$ cat src/core/ccd_timing_pkg.sv
// constants and types shared by the ccd timing generator
`default_nettype none
package ccd_timing_pkg;
  localparam int unsigned CLK_HZ        = 25000000;
  localparam int unsigned CLK_PERIOD_PS = 40000;
  // times in picoseconds, figures as printed
  localparam int unsigned T_PD_PS      = 1000000;  // photodiode transfer 1.0 us
  localparam int unsigned T_PED_PS     = 4000000;  // pedestal 4.0 us
  localparam int unsigned T_VD_PS      = 1000000;  // line transfer delay 1.0 us
  localparam int unsigned T_V_PS       = 2000000;  // vertical step 2.0 us
  localparam int unsigned T_HS_PS      = 200000;   // horizontal delay 0.2 us
  localparam int unsigned T_E_PS       = 25000;    // pixel period 25.0 ns
  localparam int unsigned T_SUB_PS     = 1000000;  // shutter width 1.0 us
  localparam int unsigned T_HD_PS      = 1000000;  // shutter delay 1.0 us
  localparam int unsigned T_RST_PS     = 2500;     // reset gate width 2.5 ns
  localparam int unsigned LINE_DUAL_NS   = 45500;
  localparam int unsigned LINE_SINGLE_NS = 87600;
  localparam int unsigned FRAME_QUAD_US   = 57400;
  localparam int unsigned FRAME_DUAL_US   = 114800;
  localparam int unsigned FRAME_SINGLE_US = 220700;
  // least times round up
  function automatic int unsigned cyc_up(input int unsigned ps);
    cyc_up = (ps + CLK_PERIOD_PS - 1) / CLK_PERIOD_PS;
    if (cyc_up < 1) cyc_up = 1;
  endfunction
  localparam int unsigned PD_CYC   = cyc_up(T_PD_PS);
  localparam int unsigned PED_CYC  = cyc_up(T_PED_PS);
  localparam int unsigned VD_CYC   = cyc_up(T_VD_PS);
  localparam int unsigned V_CYC    = cyc_up(T_V_PS);
  localparam int unsigned HS_CYC   = cyc_up(T_HS_PS);
  localparam int unsigned E_CYC    = cyc_up(T_E_PS);
  localparam int unsigned SUB_CYC  = cyc_up(T_SUB_PS);
  localparam int unsigned HD_CYC   = cyc_up(T_HD_PS);
  localparam int unsigned RST_CYC  = cyc_up(T_RST_PS);
  // pixel period: two cycles per half, at least one reset cycle
  localparam int unsigned PIX_HALF = 2;
  localparam int unsigned LINE_DUAL_CYC   = (LINE_DUAL_NS * 1000 + CLK_PERIOD_PS - 1)
                                            / CLK_PERIOD_PS;
  localparam int unsigned LINE_SINGLE_CYC = (LINE_SINGLE_NS * 1000 + CLK_PERIOD_PS - 1)
                                            / CLK_PERIOD_PS;
  localparam int unsigned FRAME_QUAD_CYC   = FRAME_QUAD_US * (CLK_HZ / 1000000);
  localparam int unsigned FRAME_DUAL_CYC   = FRAME_DUAL_US * (CLK_HZ / 1000000);
  localparam int unsigned FRAME_SINGLE_CYC = FRAME_SINGLE_US * (CLK_HZ / 1000000);
  localparam int unsigned LINES_SHORT = 1260;
  localparam int unsigned LINES_LONG  = 2520;
  localparam int unsigned LAST_SHORT  = 632;
  localparam int unsigned LAST_LONG   = 1264;
  localparam int unsigned PIX_SHORT   = 853;
  localparam int unsigned PIX_LONG    = 1706;
  localparam int unsigned CNT_W = 24;
  typedef enum logic [1:0] {
    MODE_QUAD = 2'h0, MODE_DUAL_AB = 2'h1, MODE_DUAL_AC = 2'h2, MODE_SINGLE = 2'h3
  } mode_type;
  typedef enum logic [3:0] {
    ST_IDLE   = 4'h0, ST_SH_DLY = 4'h1, ST_SHUT = 4'h3, ST_SH_END = 4'h2,
    ST_PED_LD = 4'h6, ST_PD     = 4'h7, ST_PED_TR = 4'h5, ST_VDLY  = 4'h4,
    ST_VSTEP1 = 4'hc, ST_VSTEP2 = 4'hd, ST_HDLY   = 4'hf, ST_HPIX  = 4'he,
    ST_LPAD   = 4'ha, ST_FPAD   = 4'hb
  } state_type;
  function automatic logic long_mode(input mode_type m);
    long_mode = (m == MODE_DUAL_AB) || (m == MODE_SINGLE);
  endfunction
endpackage
`default_nettype wire

$ cat src/core/ccd_hpattern.sv
// horizontal pixel pattern generator: storage, barrier and reset gate
`default_nettype none
module ccd_hpattern (
  input  wire logic clk_i,
  input  wire logic rst_n_i,
  input  wire logic run_i,
  output var  logic pat5_o,
  output var  logic pat6_o,
  output var  logic pat7_o,
  output logic      pix_done_o
);
  logic [1:0] ph_r;
  logic [1:0] ph_nxt;
  logic [1:0] sub_r;
  logic [1:0] sub_nxt;
  // two halves per pixel, each ccd_timing_pkg::PIX_HALF cycles
  always_comb begin
    ph_nxt  = ph_r;
    sub_nxt = sub_r;
    if (!run_i) begin
      ph_nxt  = 2'h0;
      sub_nxt = 2'h0;
    end else if (sub_r == 2'(ccd_timing_pkg::PIX_HALF - 1)) begin
      sub_nxt = 2'h0;
      ph_nxt  = (ph_r == 2'h1) ? 2'h0 : 2'h1;
    end else begin
      sub_nxt = sub_r + 2'h1;
    end
  end
  always_ff @(posedge clk_i or negedge rst_n_i) begin
    if (!rst_n_i) begin
      ph_r   <= 2'h0;
      sub_r  <= 2'h0;
      pat5_o <= 1'b0;
      pat6_o <= 1'b1;
      pat7_o <= 1'b0;
    end else begin
      ph_r   <= ph_nxt;
      sub_r  <= sub_nxt;
      pat5_o <= run_i && (ph_nxt == 2'h1);
      pat6_o <= !(run_i && (ph_nxt == 2'h1));
      // reset gate high in the cycle after each pixel ends, so not during the first pixel of a line
      pat7_o <= run_i && (ph_nxt == 2'h0) && (sub_nxt == 2'h0);
    end
  end
  // one pixel ends in the last cycle of the second half, just before the last-phase clock rises
  assign pix_done_o = run_i && (ph_r == 2'h1) &&
                      (sub_r == 2'(ccd_timing_pkg::PIX_HALF - 1));
endmodule
`default_nettype wire

$ cat src/core/ccd_readout_timing_generator.sv
// readout timing generator driving an interline ccd sensor
`default_nettype none
module ccd_readout_timing_generator (
  input  wire logic       clk_i,
  input  wire logic       arst_n_i,
  input  wire logic       start_i,
  input  wire logic [1:0] mode_i,
  input  wire logic       shutter_en_i,
  input  wire logic       cd_off_i,
  input  wire logic       bias_stable_i,
  output var  logic       busy_o,
  output var  logic       frame_done_o,
  output var  logic [1:0] vert_phase_one_top_o,
  output var  logic       vert_phase_two_top_o,
  output var  logic       vert_phase_three_top_o,
  output var  logic       vert_phase_four_top_o,
  output var  logic [1:0] vert_phase_one_bottom_o,
  output var  logic       vert_phase_two_bottom_o,
  output var  logic       vert_phase_three_bottom_o,
  output var  logic       vert_phase_four_bottom_o,
  output var  logic [3:0] horiz_phase_one_storage_o,
  output var  logic [3:0] horiz_phase_one_barrier_o,
  output var  logic [3:0] horiz_phase_two_storage_o,
  output var  logic [3:0] horiz_phase_two_barrier_o,
  output var  logic [3:0] horiz_last_phase_o,
  output var  logic [3:0] reset_gate_o,
  output var  logic       substrate_shutter_o
);
  localparam int unsigned W = ccd_timing_pkg::CNT_W;
  localparam logic [1:0] V1_LOW  = 2'h0;
  localparam logic [1:0] V1_MID  = 2'h1;
  localparam logic [1:0] V1_HIGH = 2'h2;

  // ----------------------------------------
  // reset release and bias pin synchroniser
  // ----------------------------------------
  logic rst_meta_r;
  logic rst_n;
  always_ff @(posedge clk_i or negedge arst_n_i) begin
    if (!arst_n_i) begin
      rst_meta_r <= 1'b0;
      rst_n      <= 1'b0;
    end else begin
      rst_meta_r <= 1'b1;
      rst_n      <= rst_meta_r;
    end
  end
  logic bias_ok;
  ccd_sync2 #(.W(1)) u_bias_sync (
    .clk_i   (clk_i),
    .rst_n_i (rst_n),
    .d_i     (bias_stable_i),
    .q_o     (bias_ok)
  );

  // ----------------------------------------
  // frame sequencer
  // ----------------------------------------
  ccd_timing_pkg::state_type st_r;
  ccd_timing_pkg::state_type st_nxt;
  ccd_timing_pkg::mode_type  mode_r;
  ccd_timing_pkg::mode_type  mode_nxt;
  logic [W-1:0] tmr_r;
  logic [W-1:0] tmr_nxt;
  logic [W-1:0] line_r;
  logic [W-1:0] line_nxt;
  logic [W-1:0] pix_r;
  logic [W-1:0] pix_nxt;
  logic [W-1:0] lcyc_r;
  logic [W-1:0] lcyc_nxt;
  logic [W-1:0] fcyc_r;
  logic [W-1:0] fcyc_nxt;
  logic         pix_done;
  logic         hrun;
  logic         is_long;
  logic [W-1:0] lines_min;
  logic [W-1:0] pix_min;
  logic [W-1:0] line_cyc;
  logic [W-1:0] frame_cyc;

  assign is_long = ccd_timing_pkg::long_mode(mode_r);
  // per-mode minimum counts
  assign lines_min = is_long ? W'(ccd_timing_pkg::LINES_LONG)
                             : W'(ccd_timing_pkg::LINES_SHORT);
  assign pix_min   = (mode_r == ccd_timing_pkg::MODE_SINGLE) ? W'(ccd_timing_pkg::PIX_LONG)
                                                              : W'(ccd_timing_pkg::PIX_SHORT);
  assign line_cyc  = (mode_r == ccd_timing_pkg::MODE_SINGLE)
                     ? W'(ccd_timing_pkg::LINE_SINGLE_CYC)
                     : W'(ccd_timing_pkg::LINE_DUAL_CYC);
  always_comb begin
    case (mode_r)
      ccd_timing_pkg::MODE_QUAD:   frame_cyc = W'(ccd_timing_pkg::FRAME_QUAD_CYC);
      ccd_timing_pkg::MODE_SINGLE: frame_cyc = W'(ccd_timing_pkg::FRAME_SINGLE_CYC);
      default:                     frame_cyc = W'(ccd_timing_pkg::FRAME_DUAL_CYC);
    endcase
  end

  // next state of the sequencer
  always_comb begin
    st_nxt   = st_r;
    mode_nxt = mode_r;
    tmr_nxt  = tmr_r + W'(1);
    line_nxt = line_r;
    pix_nxt  = pix_r;
    lcyc_nxt = lcyc_r + W'(1);
    fcyc_nxt = fcyc_r + W'(1);
    case (st_r)
      ccd_timing_pkg::ST_IDLE: begin
        tmr_nxt  = '0;
        lcyc_nxt = '0;
        fcyc_nxt = '0;
        if (start_i) begin
          mode_nxt = ccd_timing_pkg::mode_type'(mode_i);
          line_nxt = '0;
          st_nxt   = (shutter_en_i && bias_ok) ? ccd_timing_pkg::ST_SH_DLY
                                               : ccd_timing_pkg::ST_PED_LD;
        end
      end
      ccd_timing_pkg::ST_SH_DLY: if (tmr_r == W'(ccd_timing_pkg::HD_CYC - 1)) begin
        tmr_nxt = '0;
        st_nxt  = ccd_timing_pkg::ST_SHUT;
      end
      ccd_timing_pkg::ST_SHUT: if (tmr_r == W'(ccd_timing_pkg::SUB_CYC - 1)) begin
        tmr_nxt = '0;
        st_nxt  = ccd_timing_pkg::ST_SH_END;
      end
      ccd_timing_pkg::ST_SH_END: if (tmr_r == W'(ccd_timing_pkg::HD_CYC - 1)) begin
        tmr_nxt = '0;
        st_nxt  = ccd_timing_pkg::ST_PED_LD;
      end
      ccd_timing_pkg::ST_PED_LD: if (tmr_r == W'(ccd_timing_pkg::PED_CYC - 1)) begin
        tmr_nxt = '0;
        st_nxt  = ccd_timing_pkg::ST_PD;
      end
      ccd_timing_pkg::ST_PD: if (tmr_r == W'(ccd_timing_pkg::PD_CYC - 1)) begin
        tmr_nxt = '0;
        st_nxt  = ccd_timing_pkg::ST_PED_TR;
      end
      ccd_timing_pkg::ST_PED_TR: if (tmr_r == W'(ccd_timing_pkg::PED_CYC - 1)) begin
        tmr_nxt = '0;
        st_nxt  = ccd_timing_pkg::ST_VDLY;
      end
      ccd_timing_pkg::ST_VDLY: if (tmr_r == W'(ccd_timing_pkg::VD_CYC - 1)) begin
        tmr_nxt  = '0;
        lcyc_nxt = '0;
        st_nxt   = ccd_timing_pkg::ST_VSTEP1;
      end
      ccd_timing_pkg::ST_VSTEP1: if (tmr_r == W'(ccd_timing_pkg::V_CYC - 1)) begin
        tmr_nxt = '0;
        st_nxt  = ccd_timing_pkg::ST_VSTEP2;
      end
      ccd_timing_pkg::ST_VSTEP2: if (tmr_r == W'(ccd_timing_pkg::V_CYC - 1)) begin
        tmr_nxt = '0;
        st_nxt  = ccd_timing_pkg::ST_HDLY;
      end
      ccd_timing_pkg::ST_HDLY: if (tmr_r == W'(ccd_timing_pkg::HS_CYC - 1)) begin
        tmr_nxt = '0;
        pix_nxt = '0;
        st_nxt  = ccd_timing_pkg::ST_HPIX;
      end
      ccd_timing_pkg::ST_HPIX: if (pix_done) begin
        pix_nxt = pix_r + W'(1);
        if (pix_r == pix_min - W'(1)) begin
          st_nxt = ccd_timing_pkg::ST_LPAD;
        end
      end
      ccd_timing_pkg::ST_LPAD: if (lcyc_r >= line_cyc - W'(1)) begin
        tmr_nxt  = '0;
        line_nxt = line_r + W'(1);
        if (line_r == lines_min - W'(1)) begin
          st_nxt = ccd_timing_pkg::ST_FPAD;
        end else begin
          st_nxt = ccd_timing_pkg::ST_VDLY;
        end
      end
      ccd_timing_pkg::ST_FPAD: if (fcyc_r >= frame_cyc - W'(1)) begin
        st_nxt = ccd_timing_pkg::ST_IDLE;
      end
      default: st_nxt = ccd_timing_pkg::ST_IDLE;
    endcase
  end
  always_ff @(posedge clk_i or negedge rst_n) begin
    if (!rst_n) begin
      st_r   <= ccd_timing_pkg::ST_IDLE;
      mode_r <= ccd_timing_pkg::MODE_QUAD;
      tmr_r  <= '0;
      line_r <= '0;
      pix_r  <= '0;
      lcyc_r <= '0;
      fcyc_r <= '0;
    end else begin
      st_r   <= st_nxt;
      mode_r <= mode_nxt;
      tmr_r  <= tmr_nxt;
      line_r <= line_nxt;
      pix_r  <= pix_nxt;
      lcyc_r <= lcyc_nxt;
      fcyc_r <= fcyc_nxt;
    end
  end

  // ----------------------------------------
  // horizontal patterns five to seven
  // ----------------------------------------
  logic pat5;
  logic pat6;
  logic pat7;
  assign hrun = (st_r == ccd_timing_pkg::ST_HPIX);
  ccd_hpattern u_hpat (
    .clk_i      (clk_i),
    .rst_n_i    (rst_n),
    .run_i      (hrun),
    .pat5_o     (pat5),
    .pat6_o     (pat6),
    .pat7_o     (pat7),
    .pix_done_o (pix_done)
  );

  // ----------------------------------------
  // vertical patterns and pin mapping
  // ----------------------------------------
  logic [1:0] pv1;
  logic       p2;
  logic       p3;
  logic       p4;
  logic       cd_off;
  logic [3:0] use_ch;
  // four-phase step: phase one falls in step two, three rises with it
  always_comb begin
    pv1 = V1_LOW;
    p2  = 1'b1;
    p3  = 1'b0;
    p4  = 1'b0;
    case (st_r)
      ccd_timing_pkg::ST_PED_LD, ccd_timing_pkg::ST_PED_TR: pv1 = V1_MID;
      ccd_timing_pkg::ST_PD:     pv1 = V1_HIGH;
      ccd_timing_pkg::ST_VSTEP1: begin
        pv1 = V1_MID;
        p4  = 1'b1;
        p2  = 1'b0;
      end
      ccd_timing_pkg::ST_VSTEP2: begin
        pv1 = V1_LOW;
        p3  = 1'b1;
        p2  = 1'b0;
        p4  = 1'b1;
      end
      default: pv1 = V1_LOW;
    endcase
  end
  // c and d channels used in quad and dual a-c, else optionally off
  assign cd_off = cd_off_i && (mode_r != ccd_timing_pkg::MODE_QUAD) &&
                  (mode_r != ccd_timing_pkg::MODE_DUAL_AC);
  assign use_ch = {!cd_off, !cd_off, 1'b1, 1'b1};
  always_ff @(posedge clk_i or negedge rst_n) begin
    if (!rst_n) begin
      vert_phase_one_top_o      <= V1_LOW;
      vert_phase_two_top_o      <= 1'b1;
      vert_phase_three_top_o    <= 1'b0;
      vert_phase_four_top_o     <= 1'b0;
      vert_phase_one_bottom_o   <= V1_LOW;
      vert_phase_two_bottom_o   <= 1'b1;
      vert_phase_three_bottom_o <= 1'b0;
      vert_phase_four_bottom_o  <= 1'b0;
      horiz_phase_one_storage_o <= '0;
      horiz_phase_one_barrier_o <= '0;
      horiz_phase_two_storage_o <= '1;
      horiz_phase_two_barrier_o <= '1;
      horiz_last_phase_o        <= '1;
      reset_gate_o              <= '0;
      substrate_shutter_o       <= 1'b0;
      busy_o                    <= 1'b0;
      frame_done_o              <= 1'b0;
    end else begin
      vert_phase_one_top_o      <= pv1;
      vert_phase_three_top_o    <= p3;
      // long modes swap top phases two and four
      vert_phase_two_top_o      <= is_long ? p4 : p2;
      vert_phase_four_top_o     <= is_long ? p2 : p4;
      vert_phase_one_bottom_o   <= pv1;
      vert_phase_two_bottom_o   <= p2;
      vert_phase_three_bottom_o <= p3;
      vert_phase_four_bottom_o  <= p4;
      // off level held high; a-b rate shared so c/d is a x1 multiple
      horiz_phase_one_storage_o <= (use_ch & {4{pat5}}) | ~use_ch;
      horiz_phase_one_barrier_o <= (use_ch & {4{pat5}}) | ~use_ch;
      horiz_phase_two_storage_o <= (use_ch & {4{pat6}}) | ~use_ch;
      horiz_phase_two_barrier_o <= (use_ch & {4{pat6}}) | ~use_ch;
      horiz_last_phase_o        <= (use_ch & {4{pat6}}) | ~use_ch;
      reset_gate_o              <= (use_ch & {4{pat7}}) | ~use_ch;
      substrate_shutter_o       <= (st_nxt == ccd_timing_pkg::ST_SHUT);
      busy_o                    <= (st_nxt != ccd_timing_pkg::ST_IDLE);
      frame_done_o              <= (st_r == ccd_timing_pkg::ST_FPAD) &&
                                   (st_nxt == ccd_timing_pkg::ST_IDLE);
    end
  end

  // ----------------------------------------
  // assertions and covers
  // ----------------------------------------
  int unsigned sh_len;
  always_ff @(posedge clk_i or negedge rst_n) begin
    if (!rst_n) sh_len <= 0;
    else if (substrate_shutter_o) sh_len <= sh_len + 1;
    else sh_len <= 0;
  end
  shut_len_a: assert property (@(posedge clk_i) disable iff (!rst_n)
    $fell(substrate_shutter_o) |-> sh_len >= ccd_timing_pkg::SUB_CYC)
    else $error("shutter width too short");
  shut_bias_a: assert property (@(posedge clk_i) disable iff (!rst_n)
    $rose(substrate_shutter_o) |-> $past(bias_ok, 26))
    else $error("shutter pulsed before bias stable");
  pd_width_a: assert property (@(posedge clk_i) disable iff (!rst_n)
    $rose(vert_phase_one_bottom_o == V1_HIGH) |->
      (vert_phase_one_bottom_o == V1_HIGH) [*8] ##17 (vert_phase_one_bottom_o == V1_HIGH))
    else $error("photodiode transfer too short");
  lead_ped_a: assert property (@(posedge clk_i) disable iff (!rst_n)
    $rose(vert_phase_one_bottom_o == V1_HIGH) |-> $past(vert_phase_one_bottom_o == V1_MID, 100))
    else $error("leading pedestal too short");
  last_phase_a: assert property (@(posedge clk_i) disable iff (!rst_n)
    horiz_last_phase_o == horiz_phase_two_storage_o)
    else $error("last phase differs from storage two");
  swap_a: assert property (@(posedge clk_i) disable iff (!rst_n)
    is_long && st_r == ccd_timing_pkg::ST_VSTEP1 |=> vert_phase_two_top_o == 1'b1)
    else $error("top phase two not remapped");
  mode_hold_a: assert property (@(posedge clk_i) disable iff (!rst_n)
    st_r != ccd_timing_pkg::ST_IDLE |=> $stable(mode_r))
    else $error("mode changed mid frame");
  hdelay_a: assert property (@(posedge clk_i) disable iff (!rst_n)
    $rose(hrun) |-> $past(st_r == ccd_timing_pkg::ST_HDLY, 5))
    else $error("horizontal started too early");
  cd_off_a: assert property (@(posedge clk_i) disable iff (!rst_n)
    cd_off |=> horiz_phase_one_storage_o[3:2] == 2'h3 && reset_gate_o[3:2] == 2'h3)
    else $error("unused channel not held off");
  row_fall_a: assert property (@(posedge clk_i) disable iff (!rst_n)
    $fell(vert_phase_one_bottom_o == V1_MID) && vert_phase_one_bottom_o == V1_LOW &&
      vert_phase_four_bottom_o |-> vert_phase_three_bottom_o)
    else $error("phase one fell without phase three high");
  frame_c: cover property (@(posedge clk_i) disable iff (!rst_n) frame_done_o);
  shut_c:  cover property (@(posedge clk_i) disable iff (!rst_n) $fell(substrate_shutter_o));
  pix_c:   cover property (@(posedge clk_i) disable iff (!rst_n) pix_done && is_long);
endmodule
`default_nettype wire

$ cat src/core/ccd_sync2.sv
// two flip-flop synchroniser for asynchronous levels
`default_nettype none
module ccd_sync2 #(
  parameter int unsigned W = 1
) (
  input  wire logic         clk_i,
  input  wire logic         rst_n_i,
  input  wire logic [W-1:0] d_i,
  output var  logic [W-1:0] q_o
);
  logic [W-1:0] meta_r;
  // first stage feeds only the second
  always_ff @(posedge clk_i or negedge rst_n_i) begin
    if (!rst_n_i) begin
      meta_r <= '0;
      q_o    <= '0;
    end else begin
      meta_r <= d_i;
      q_o    <= meta_r;
    end
  end
endmodule
`default_nettype wire

$ cat config.mk
export PLATFORM = sky130hd
export DESIGN_NAME = ccd_readout_timing_generator
export DESIGN_NICKNAME = d
export VERILOG_FILES = /design/src/core/ccd_timing_pkg.sv /design/src/core/ccd_hpattern.sv /design/src/core/ccd_readout_timing_generator.sv /design/src/core/ccd_sync2.sv
export SDC_FILE = /design/constraint.sdc
export NUM_CORES = 1
export LEC_CHECK = 0
export BUFFER_PORTS_ARGS = -buffer_cell sky130_fd_sc_hd__buf_2
export CAP_MARGIN = 20
export CORE_MARGIN = 1.5
export CORE_UTILIZATION = 35
export CTS_CLUSTER_DIAMETER = 200
export DETAILED_ROUTE_END_ITERATION = 6
export MAX_ROUTING_LAYER = met4
export PLACE_DENSITY = 0.52
export SYNTH_ARGS = -nofsm -noshare
export SYNTH_HDL_FRONTEND = slang
export SYNTH_SLANG_ARGS = --single-unit
$ cat constraint.sdc
create_clock -name clk_i -period 8.9 [get_ports clk_i]
set_input_delay 1.78 -clock clk_i [delete_from_list [all_inputs] [get_ports clk_i]]
set_output_delay 1.78 -clock clk_i [all_outputs]
set_load 0.02 [all_outputs]
After elaboration in Yosys (flattened, before gate mapping)

Cells that the tools add are included.

Bits in registers: 159
Input bits: 8
Output and inout port bits: 37
Logic and storage cells: 153

Add/sub/neg operators: 10
$lt $le $gt $ge: 2
Eq/ne operators: 30
Mux-type cells: 48
Bitwise operators: 7
Reductions and logical operators: 28

Operators by type and width:

| cell                    | count |
|---|---|
| $mux W24                | 11 |
| $pmux W24 S2            | 3 |
| $pmux W24 S6            | 1 |
| $add A24 B1 Y24 const B | 5 |
| $mux W4                 | 16 |
| $pmux W4 S14            | 1 |
| $eq A24 B24 Y1          | 2 |
| $ge A24 B24 Y1          | 2 |
| $pmux W23 S2            | 1 |
| $sub A12 B1 Y13 const B | 2 |
| $eq A24 B3 Y1 const B   | 1 |
| $eq A24 B5 Y1 const B   | 1 |
| $eq A24 B6 Y1 const B   | 1 |
| $eq A24 B7 Y1 const B   | 1 |
| $eq A4 B4 Y1 const B    | 6 |
| $mux W12                | 2 |
| $sub A24 B1 Y24 const B | 1 |
| $eq A4 B3 Y1 const B    | 4 |
| $and A4 B4 Y4           | 3 |
| $eq A4 B2 Y1 const B    | 3 |
| $or A4 B4 Y4            | 3 |
| $sub A11 B1 Y12 const B | 1 |
| $mux W11                | 1 |
| $ne A2 B2 Y1 const B    | 5 |
| other kinds (21)        | 48 |

Depth between registers and ports, before layout

Gate-level depths: netlist of the first run.

Depth after elaboration: 10
Depth in mapped cells: 13
Mapped depth without buffers: 11

Hierarchy

From an unflattened synthesis of the first run, not the netlist that was laid out.

Cell total of the unflattened synthesis: 894
Area total of the unflattened synthesis: 8383.0 µm²

By module, submodules not included:

| module                       | instances | cells each | area each (µm²) | seq. area each (µm²) |
|---|---|---|---|---|
| ccd_readout_timing_generator | 1         | 870        | 8049.0          | 3608.5 |
| ccd_hpattern                 | 1         | 22         | 284.0           | 176.4 |
| ccd_sync2                    | 1         | 2          | 50.0            | 50.0 |

Worst setup path after synthesis of the first run

No wires, ideal clock.

Kind: input to register
Start point: input port shutter_en_i
End point: register busy_o
Library setup time: 0.144 ns
Arrival: 2.695 ns
Data required time: 8.756 ns
Path slack: 6.061 ns
Stages on the path: 6
Buffers on the path: 0
Cell sequence: nand3_1 > o21ai_0 > o21a_1 > a2111oi_0 > and2_1 > nand4_1

Cells in the longest elaborated chain, start to end: 5

Ends and longest elaborated chain:

| element                | line                                | RTL |
|---|---|---|
| start: declaration     | ccd_readout_timing_generator.sv:8   | `input wire logic shutter_en_i,` |
| $logic_and A1 B1 Y1    | ccd_readout_timing_generator.sv:115 | `st_nxt = (shutter_en_i && bias_ok) ? ccd_timing_pkg::ST_SH_DLY` |
| $mux W3                | ccd_readout_timing_generator.sv:115 |  |
| $mux W4                | ccd_readout_timing_generator.sv:112 | `if (start_i) begin` |
| $pmux W4 S14           | ccd_readout_timing_generator.sv:107 | `case (st_r)` |
| $reduce_bool A4 Y1     | ccd_readout_timing_generator.sv:292 | `busy_o <= (st_nxt != ccd_timing_pkg::ST_IDLE);` |
| end signal: assignment | ccd_readout_timing_generator.sv:292 |  |
| end: declaration       | ccd_readout_timing_generator.sv:11  | `output var logic busy_o,` |

No other way between the ends.
A chain may end at the register's enable or synchronous reset.

Worst setup path after layout of the first run

Start point: register mode_r[0]
End point: register line_r[23]

Cells in the longest elaborated chain, start to end: 6

Ends and longest elaborated chain:

| element                     | line                                | RTL |
|---|---|---|
| start: declaration          | ccd_readout_timing_generator.sv:61  | `ccd_timing_pkg::mode_type mode_r;` |
| start signal: assignment    | ccd_readout_timing_generator.sv:185 | `mode_r <= ccd_timing_pkg::MODE_QUAD;` |
| start signal: assignment    | ccd_readout_timing_generator.sv:193 | `mode_r <= mode_nxt;` |
| $eq A2 B2 Y1                | ccd_readout_timing_generator.sv:87  | `assign line_cyc = (mode_r == ccd_timing_pkg::MODE_SINGLE)` |
| $mux W12                    | ccd_readout_timing_generator.sv:88  | `? W'(ccd_timing_pkg::LINE_SINGLE_CYC)` |
| $sub A12 B1 Y13             | ccd_readout_timing_generator.sv:167 | `ccd_timing_pkg::ST_LPAD: if (lcyc_r >= line_cyc - W'(1)) begin` |
| $ge A24 B24 Y1              | ccd_readout_timing_generator.sv:167 |  |
| $ne A2 B2 Y1 (no line)      | -                                   |  |
| $reduce_and A3 Y1 (no line) | -                                   |  |
| end signal: assignment      | ccd_readout_timing_generator.sv:195 | `line_r <= line_nxt;` |
| end: declaration            | ccd_readout_timing_generator.sv:65  | `logic [W-1:0] line_r;` |

No other way between the ends.

==> results_dict.tcl, run 1 <==
set metrics [dict create \
    fin_crit_sh_pct 42.8 \
    placed_area_um2 8800 \
    critPathKind "flip-flop to flip-flop" \
    synth.most_common_cell "dfrtp_1" \
    synth.distinct_cells 62 \
    ys_top_cells_by_area "dfrtp_1, nor2_1, xor2_1" \
    finalSetupViolCount 0 \
    relSlewSlack_pct 31.9 \
    syn_area_um2 8390 \
    place.detailed.hpwl_um 12200 \
    synth_top_area_cell "dfrtp_1" \
    hold_ws_ns 0.346 \
    dieArea_um2 24900 \
    antenna_left 0 \
    dieWidth_um 158 \
    antenna_cells 0 \
    swShare_pct 34.8 \
    slew_violations 0 \
    postRouteWirelength_um 17700 \
    cp_max_fo 17 \
    ys_ff_latch 153 \
    critical_path_depth 10 \
    layout_setup_ws_ns 5.09 \
    final_util_pct 39.9 \
    clock_path_buffers 2 \
    crit_slowest_cell "a21oi_2" \
    cts_sinks 153 \
    numCtsBuffers 17 \
    cp_cell_sequence "ha_1 -> inv_1 -> ha_1 -> o2111ai_1 -> a311oi_1 -> a41oi_1 -> a21oi_2 -> o211ai_1 -> or3_1 -> a21oi_1" \
    dr.pass1.iters 4 \
    fmax_ghz 0.262 \
    rows 56 \
    final.setup.tns_ns 0 \
    worstPathArrival_ns 4.15 \
    seqPwrFrac_pct 42.5 \
    vias 6190 \
    multiInputGateArea_um2 4180 \
    grt_usage_pct 15.9 \
    dpl_worst_slack_ns 5.09 \
    synth_top_family_by_area "simple AND/OR/NAND/NOR gates" \
    synth-xor-area-share_pct 10.1 \
    dp_cells 1217 \
    syn_inst 898 \
    overflow 0 \
    syn_area_per_cell_um2 9.34 \
    clock_latency_ns 0.42 \
    power_frac_comb_pct 25.6 \
    ys.flop_type "dfrtp_1" \
    regArea_um2 3840 \
    yosysSeqAreaShare_pct 45.7 \
    synth.top_cells.by_count "dfrtp_1, nor2_1, nand2_1, xor2_1, nand3_1" \
    cts-resized-gates 0 \
    irDropWorstVdd_mv 0.0969 \
    crit_buf_inv 1 \
    synth.area.mux_share_pct 0.119 \
    crit_path_frequent_cell "ha_1" \
    area_delta_synth_final_pct 11.7 \
    synthSimpleGateAreaFrac_pct 25.9 \
    async_flop_share_pct 100 \
    critPathRequiredTime_ns 9.24 \
    startpoint_type "flip-flop" \
    p_leak_nw 4.16 \
    postCtsSetupBuffers 0 \
    core-area_um2 23500 \
    power.net_switching_mw 0.776 \
    io_buffers 44 \
    status "complete, no violations" \
    end_kind "flip-flop" \
    rsz0062_at_grt "false" \
    layout-drive-gt1-share_pct 10.8 \
    grt_max_degree 58 \
    cts_root_buffer "clkbuf_16" \
    drv_cap 0 \
    cp_top_family "compound AO/OA/AOI/OAI gates" \
    power_mw 2.23 \
    ctsHtreeMaxLevel 4 \
    cts.clk_slew.worst_paths_ns 0.07 \
    cts_hold_buf 0 \
    tightestPinTransition_ns 1.02 \
    synth_edf_count 0 \
    fin_crit_ns 3.81 \
    design_area_um2 9370 \
    drc 0 \
    num_io_pins 45 \
    die_h_um 158 \
    antenna_found_initial 0 \
    layout.cells.non_filler 1249 \
    synthAdderAreaFrac_pct 5.82 \
    grt_pass1_wl_um 30500 \
    syn-num-nets 945 \
    pwr-share-clk_pct 31.9 \
    via_per_inst 4.96 \
    internal_power_mw 1.45 \
    min_path_type "flip-flop to async pin" \
    layout.nets 964 \
    hold_viol_final 0 \
    post-synth-top-area-fraction_pct 44.1 \
    start_util_pct 35.7 \
    clock_skew_ns 0.0113 \
    powerDensity_nw_per_um2 238 \
    gp_congestion 0.769 \
    synth_compound_area_share_pct 7.59 \
    drt-initial-drc-count 264 \
    cts_tree "yes" \
    grt_pass1_vias 6046 \
    post_drt_wl_per_cell_um 14.2 \
    max_stage_delay_ns 0.75 \
    ys_warn_count 0 \
    worstRegToRegCells 10 \
    n_fill_cell 2337 \
]
registers in the layout, summed over array words and instances, names as in the netlist, 2 cells and up:
name,flops
pix_r,24
st_r,4
u_hpat.ph_r,2
line_r,24
fcyc_r,24
lcyc_r,24
reset_gate_o,2
horiz_phase_one_barrier_o,2
tmr_r,24
mode_r,2
vert_phase_one_bottom_o,2
u_hpat.sub_r,2
horiz_last_phase_o,2
path summary, 6_finish.rpt:
check                                start            end  slack, ns
worst max-delay path             mode_r[0]     line_r[23]       5.09
worst min-delay path                 rst_n       tmr_r[7]       0.35
worst max register to register   mode_r[0]     line_r[23]       5.09
worst min register to register       rst_n       tmr_r[7]       0.35
max in group asynchronous            rst_n  u_hpat.pat7_o       6.74
min in group clk_i              rst_meta_r          rst_n       0.35
power by group through the flow:
stage               Sequential (mW)  Clock, mW  Combinational (mW)
finish                        0.947      0.711               0.571
global placement              0.958          0               0.571
global route                  0.971      0.766               0.653
CTS                           0.947      0.734               0.580
floorplan                     0.925          0               0.453
detailed placement            0.958          0               0.578
cell type report:
| cell class | instances | area share, % |
|---|---|---|
| repair buffers | 50 | 2.83 |
| clock inverters | 9 | 1.08 |
| flip-flops and latches | 153 | 41.0 |
| multi-input cells | 662 | 44.6 |
| clock buffers | 23 | 4.99 |
| inverters | 33 | 1.32 |
| well taps | 319 | 4.26 |
layout by cell type (no fill, tap or decap), types with 3 or more instances in the layout:
cell type  netlist  routed
a211oi_1         3       3
a21oi_1         34      34
a221oi_1         3       3
a31oi_1          3       3
and2_1           9       9
and3_1          21      21
and4_1           4       4
buf_2            4      44
buf_4           21       6
clkbuf_1        22       4
clkbuf_16        0      17
clkinv_2         0       5
dfrtp_1        148     147
dfstp_2          5       5
ha_1            39      39
inv_1           33      33
nand2_1         65      65
nand3_1         48      48
nand4_1         32      32
nand4b_1         3       3
nor2_1         134     134
nor2b_1         16      16
nor3_1          21      21
nor3b_1          3       3
nor4_1          13      12
nor4b_1          5       5
nor4bb_1         6       6
o2111ai_1        5       5
o21ai_0         36      36
o31ai_1          3       3
or2_2            6       6
or3_1           18      18
or4_1            5       5
xnor2_1         40      40
xor2_1          57      57
metal layers:
| metal | vias to the layer above | track usage (%) | wire [µm] |
|---|---|---|---|
| li1 | 3129 | - | - |
| met3 | 10 | 3.39 | 508 |
| met1 | 2970 | 21.2 | 9030 |
| met4 | 0 | 4.09 | 146 |
| met2 | 81 | 24.5 | 8040 |
| met5 | - | - | 0 |
kinds of logic after synthesis:
group / after synthesis
compound gates: 103
mux: 1
other cells: 1
xor+xnor: 97
simple gates: 421
flops: 153
fa+ha+maj: 39
buf+inv: 83
No activity file was read; power rests on OpenSTA's default activity.
==> run 2, diff against run 1 <==
--- a/config.mk
+++ b/config.mk
@@ -5,6 +5,7 @@
 export SDC_FILE = /design/constraint.sdc
 export NUM_CORES = 1
 export LEC_CHECK = 0
+export ABC_AREA = 1
 export BUFFER_PORTS_ARGS = -buffer_cell sky130_fd_sc_hd__buf_2
 export CAP_MARGIN = 20
 export CORE_MARGIN = 1.5
@@ -12,7 +13,7 @@
 export CTS_CLUSTER_DIAMETER = 200
 export DETAILED_ROUTE_END_ITERATION = 6
 export MAX_ROUTING_LAYER = met4
-export PLACE_DENSITY = 0.52
+export PLACE_DENSITY = 0.53
 export SYNTH_ARGS = -nofsm -noshare
 export SYNTH_HDL_FRONTEND = slang
 export SYNTH_SLANG_ARGS = --single-unit
==> constraint.sdc (replaced) <==
create_clock -name clk_i -period 3.2 [get_ports clk_i]
set_input_delay 0.64 -clock clk_i [delete_from_list [all_inputs] [get_ports clk_i]]
set_output_delay 0.64 -clock clk_i [all_outputs]
set_load 0.02 [all_outputs]
==> run 2 against run 1 <==
Compared with the run above: area after synthesis grew 15%; global-route usage grew 1.3 points; fmax grew 43%; combinational power shrank 70%; routed wire length grew 24%; critical path type unchanged; die area grew 15%; final area grew 14%; clock power grew to 3.2 times the previous value; synthesized cell count grew 37%; register-to-register slack lost 4.5 ns; utilization shrank 0.26 points; cell count grew 29%.
==> results_dict.tcl, run 2 <==
set metrics [dict create \
    relSlewSlack_pct 56.5 \
    async_flop_share_pct 100 \
    power_frac_comb_pct 3.9 \
    synth.top_cells.by_count "nand2_1, nor2_1, dfrtp_1, inv_1, nand3_1" \
    crit_buf_inv 3 \
    top_usage_layer "met2" \
    synth-xor-area-share_pct 4.81 \
    syn_area_per_cell_um2 7.82 \
    grt_pass1_vias 7766 \
    grt_usage_pct 17.2 \
    n_fill_cell 2794 \
    antenna_cells 0 \
    cp_cell_sequence "inv_1 -> ha_1 -> inv_1 -> ha_1 -> nand2_1 -> nor3_2 -> nand3_1 -> nor2_1 -> nand2_1 -> nand3_1 -> clkinv_1 -> nor2_1 -> nand2_2 -> nor2_2 -> nand2_2 -> nor2_2" \
    synth.distinct_cells 51 \
    grt_max_degree 61 \
    clock_skew_ns 0.00883 \
    drv_cap 0 \
    cts.clk_slew.worst_paths_ns 0.07 \
    die_h_um 169 \
    power_mw 4.43 \
    clock_latency_ns 0.44 \
    place.detailed.hpwl_um 16300 \
    layout-drive-gt1-share_pct 14.4 \
    post_drt_wl_per_cell_um 13.7 \
    cts_tree "yes" \
    synth_top_area_cell "dfrtp_1" \
    syn-num-nets 1281 \
    finalSetupViolCount 0 \
    synth.most_common_cell "nand2_1" \
    ctsHtreeMaxLevel 4 \
    fmax_ghz 0.376 \
    cts-resized-gates 0 \
    cts_sinks 153 \
    rows 60 \
    critPathKind "flip-flop to flip-flop" \
    dieArea_um2 28600 \
    min_path_type "input port to flip-flop" \
    slew_violations 0 \
    grtUsageMet1_pct 22.6 \
    final_util_pct 39.7 \
    swShare_pct 23.2 \
    met3_usage_pct 3.20 \
    syn_inst 1234 \
    cp_max_fo 6 \
    rsz0062_at_grt "false" \
    syn_area_um2 9660 \
    area_delta_synth_final_pct 11.0 \
    ys.flop_type "dfrtp_1" \
    tightestPinTransition_ns 0.651 \
    cp_top_family "simple AND/OR/NAND/NOR gates" \
    pwr-share-clk_pct 51.4 \
    hold_viol_final 0 \
    clock_path_buffers 2 \
    status "complete, no violations" \
    grt_pass1_wl_um 38300 \
    start_util_pct 35.7 \
    synthSimpleGateAreaFrac_pct 33.6 \
    drt-initial-drc-count 405 \
    seqPwrFrac_pct 44.7 \
    synth.area.mux_share_pct 0 \
    startpoint_type "flip-flop" \
    fin_crit_ns 2.66 \
    postCtsSetupBuffers 0 \
    antenna_left 0 \
    layout_setup_ws_ns 0.544 \
    synth_compound_area_share_pct 8.10 \
    drc 0 \
    overflow 0 \
    cts_hold_buf 1 \
    ys_top_cells_by_area "dfrtp_1, nand2_1, nor2_1" \
    io_buffers 44 \
    end_kind "flip-flop" \
    post-synth-top-area-fraction_pct 38.4 \
    gp_congestion 0.903 \
    via_per_inst 4.93 \
    synthAdderAreaFrac_pct 5.05 \
    vias 7963 \
    core-area_um2 27000 \
    internal_power_mw 3.40 \
    num_io_pins 45 \
    synth_top_family_by_area "simple AND/OR/NAND/NOR gates" \
    antenna_found_initial 0 \
    max_stage_delay_ns 0.42 \
    powerDensity_nw_per_um2 413 \
    ys_ff_latch 153 \
    worstPathArrival_ns 3.03 \
    dieWidth_um 169 \
    layout.nets 1309 \
    yosysSeqAreaShare_pct 39.7 \
    final.setup.tns_ns 0 \
    crit_slowest_cell "ha_1" \
    irDropWorstVdd_mv 0.306 \
    final_cell_mix "nand2_1, nor2_1, dfrtp_1" \
    final_common_cell "nand2_1" \
    critPathRequiredTime_ns 3.57 \
    dpl_worst_slack_ns 0.528 \
    power.net_switching_mw 1.03 \
    numCtsBuffers 17 \
    p_leak_nw 4.78 \
    dr.pass1.iters 5 \
    ys_warn_count 0 \
    cts_root_buffer "clkbuf_16" \
    synth_edf_count 0 \
    use_met2_pct 26.9 \
    postRouteWirelength_um 22100 \
    fin_crit_sh_pct 83.0 \
]
[run 2: layer usage]
layer	up-vias	share of wire, %	wire, µm
met5	-	0	0
met4	0	1.6	357
met3	23	3.1	694
met2	129	46	10200
met1	3729	49	10800
li1	4082	-	-
[run 2: final cells by class]
cell class / instances / area, µm² / share of cell area [%]
timing repair buffer: 51 / 288 / 2.68
clock inverter: 14 / 219 / 2.04
inverter: 143 / 542 / 5.05
clock buffer: 18 / 429 / 4.00
tap: 341 / 427 / 3.98
sequential: 153 / 3840 / 35.8
multi-input combinational: 896 / 4980 / 46.4
[run 2: power groups by stage]
stage          registers, mW  logic, mW  clock network (mW)
3_5_place_dp            2.02      0.177                   0
4_1_cts                 1.98      0.178                2.33
6_report                1.98      0.173                2.27
3_3_place_gp            2.02      0.173                   0
5_1_grt                 1.99      0.203                2.40
2_1_floorplan           2.03      0.103                   0
[run 2: cells by family (layout without fill, tap and decap cells)]
kind of cell,count (synthesis),in the layout
and+or+nand+nor,670,670
adders and majority gates,39,39
AOI/OAI and AO/OA,133,133
DFF,153,153
buffers and inverters,185,226
other,1,1
xor gates and xnor gates,53,53
[run 2: through the flow]
| stage | hold slack (ns) | cell area (µm²) | instances |
|---|---|---|---|
| detailed placement | 0.336 | 10100 | 1583 |
| global placement | 0.332 | 10100 | 1583 |
| finish | 0.307 | 10700 | 1616 |
| global route | 0.290 | 10700 | 1616 |
| CTS | 0.290 | 10700 | 1616 |
| floorplan | 0.331 | 9660 | 1234 |
[run 2: path summary, 6_finish.rpt]
path | start | endpoint | slack [ns] | cells past startpoint
setup / recovery | mode_r[0] | frame_done_o | 0.54 | 16
hold / removal | bias_stable_i | u_bias_sync.meta_r | 0.31 | 1
setup reg to reg | mode_r[0] | frame_done_o | 0.54 | 16
hold reg to reg | u_bias_sync.meta_r | u_bias_sync.q_o | 0.35 | 0
max in group asynchronous | rst_n | horiz_last_phase_o[2] | 2.04 | 1
min in group asynchronous | rst_n | fcyc_r[1] | 0.36 | 0
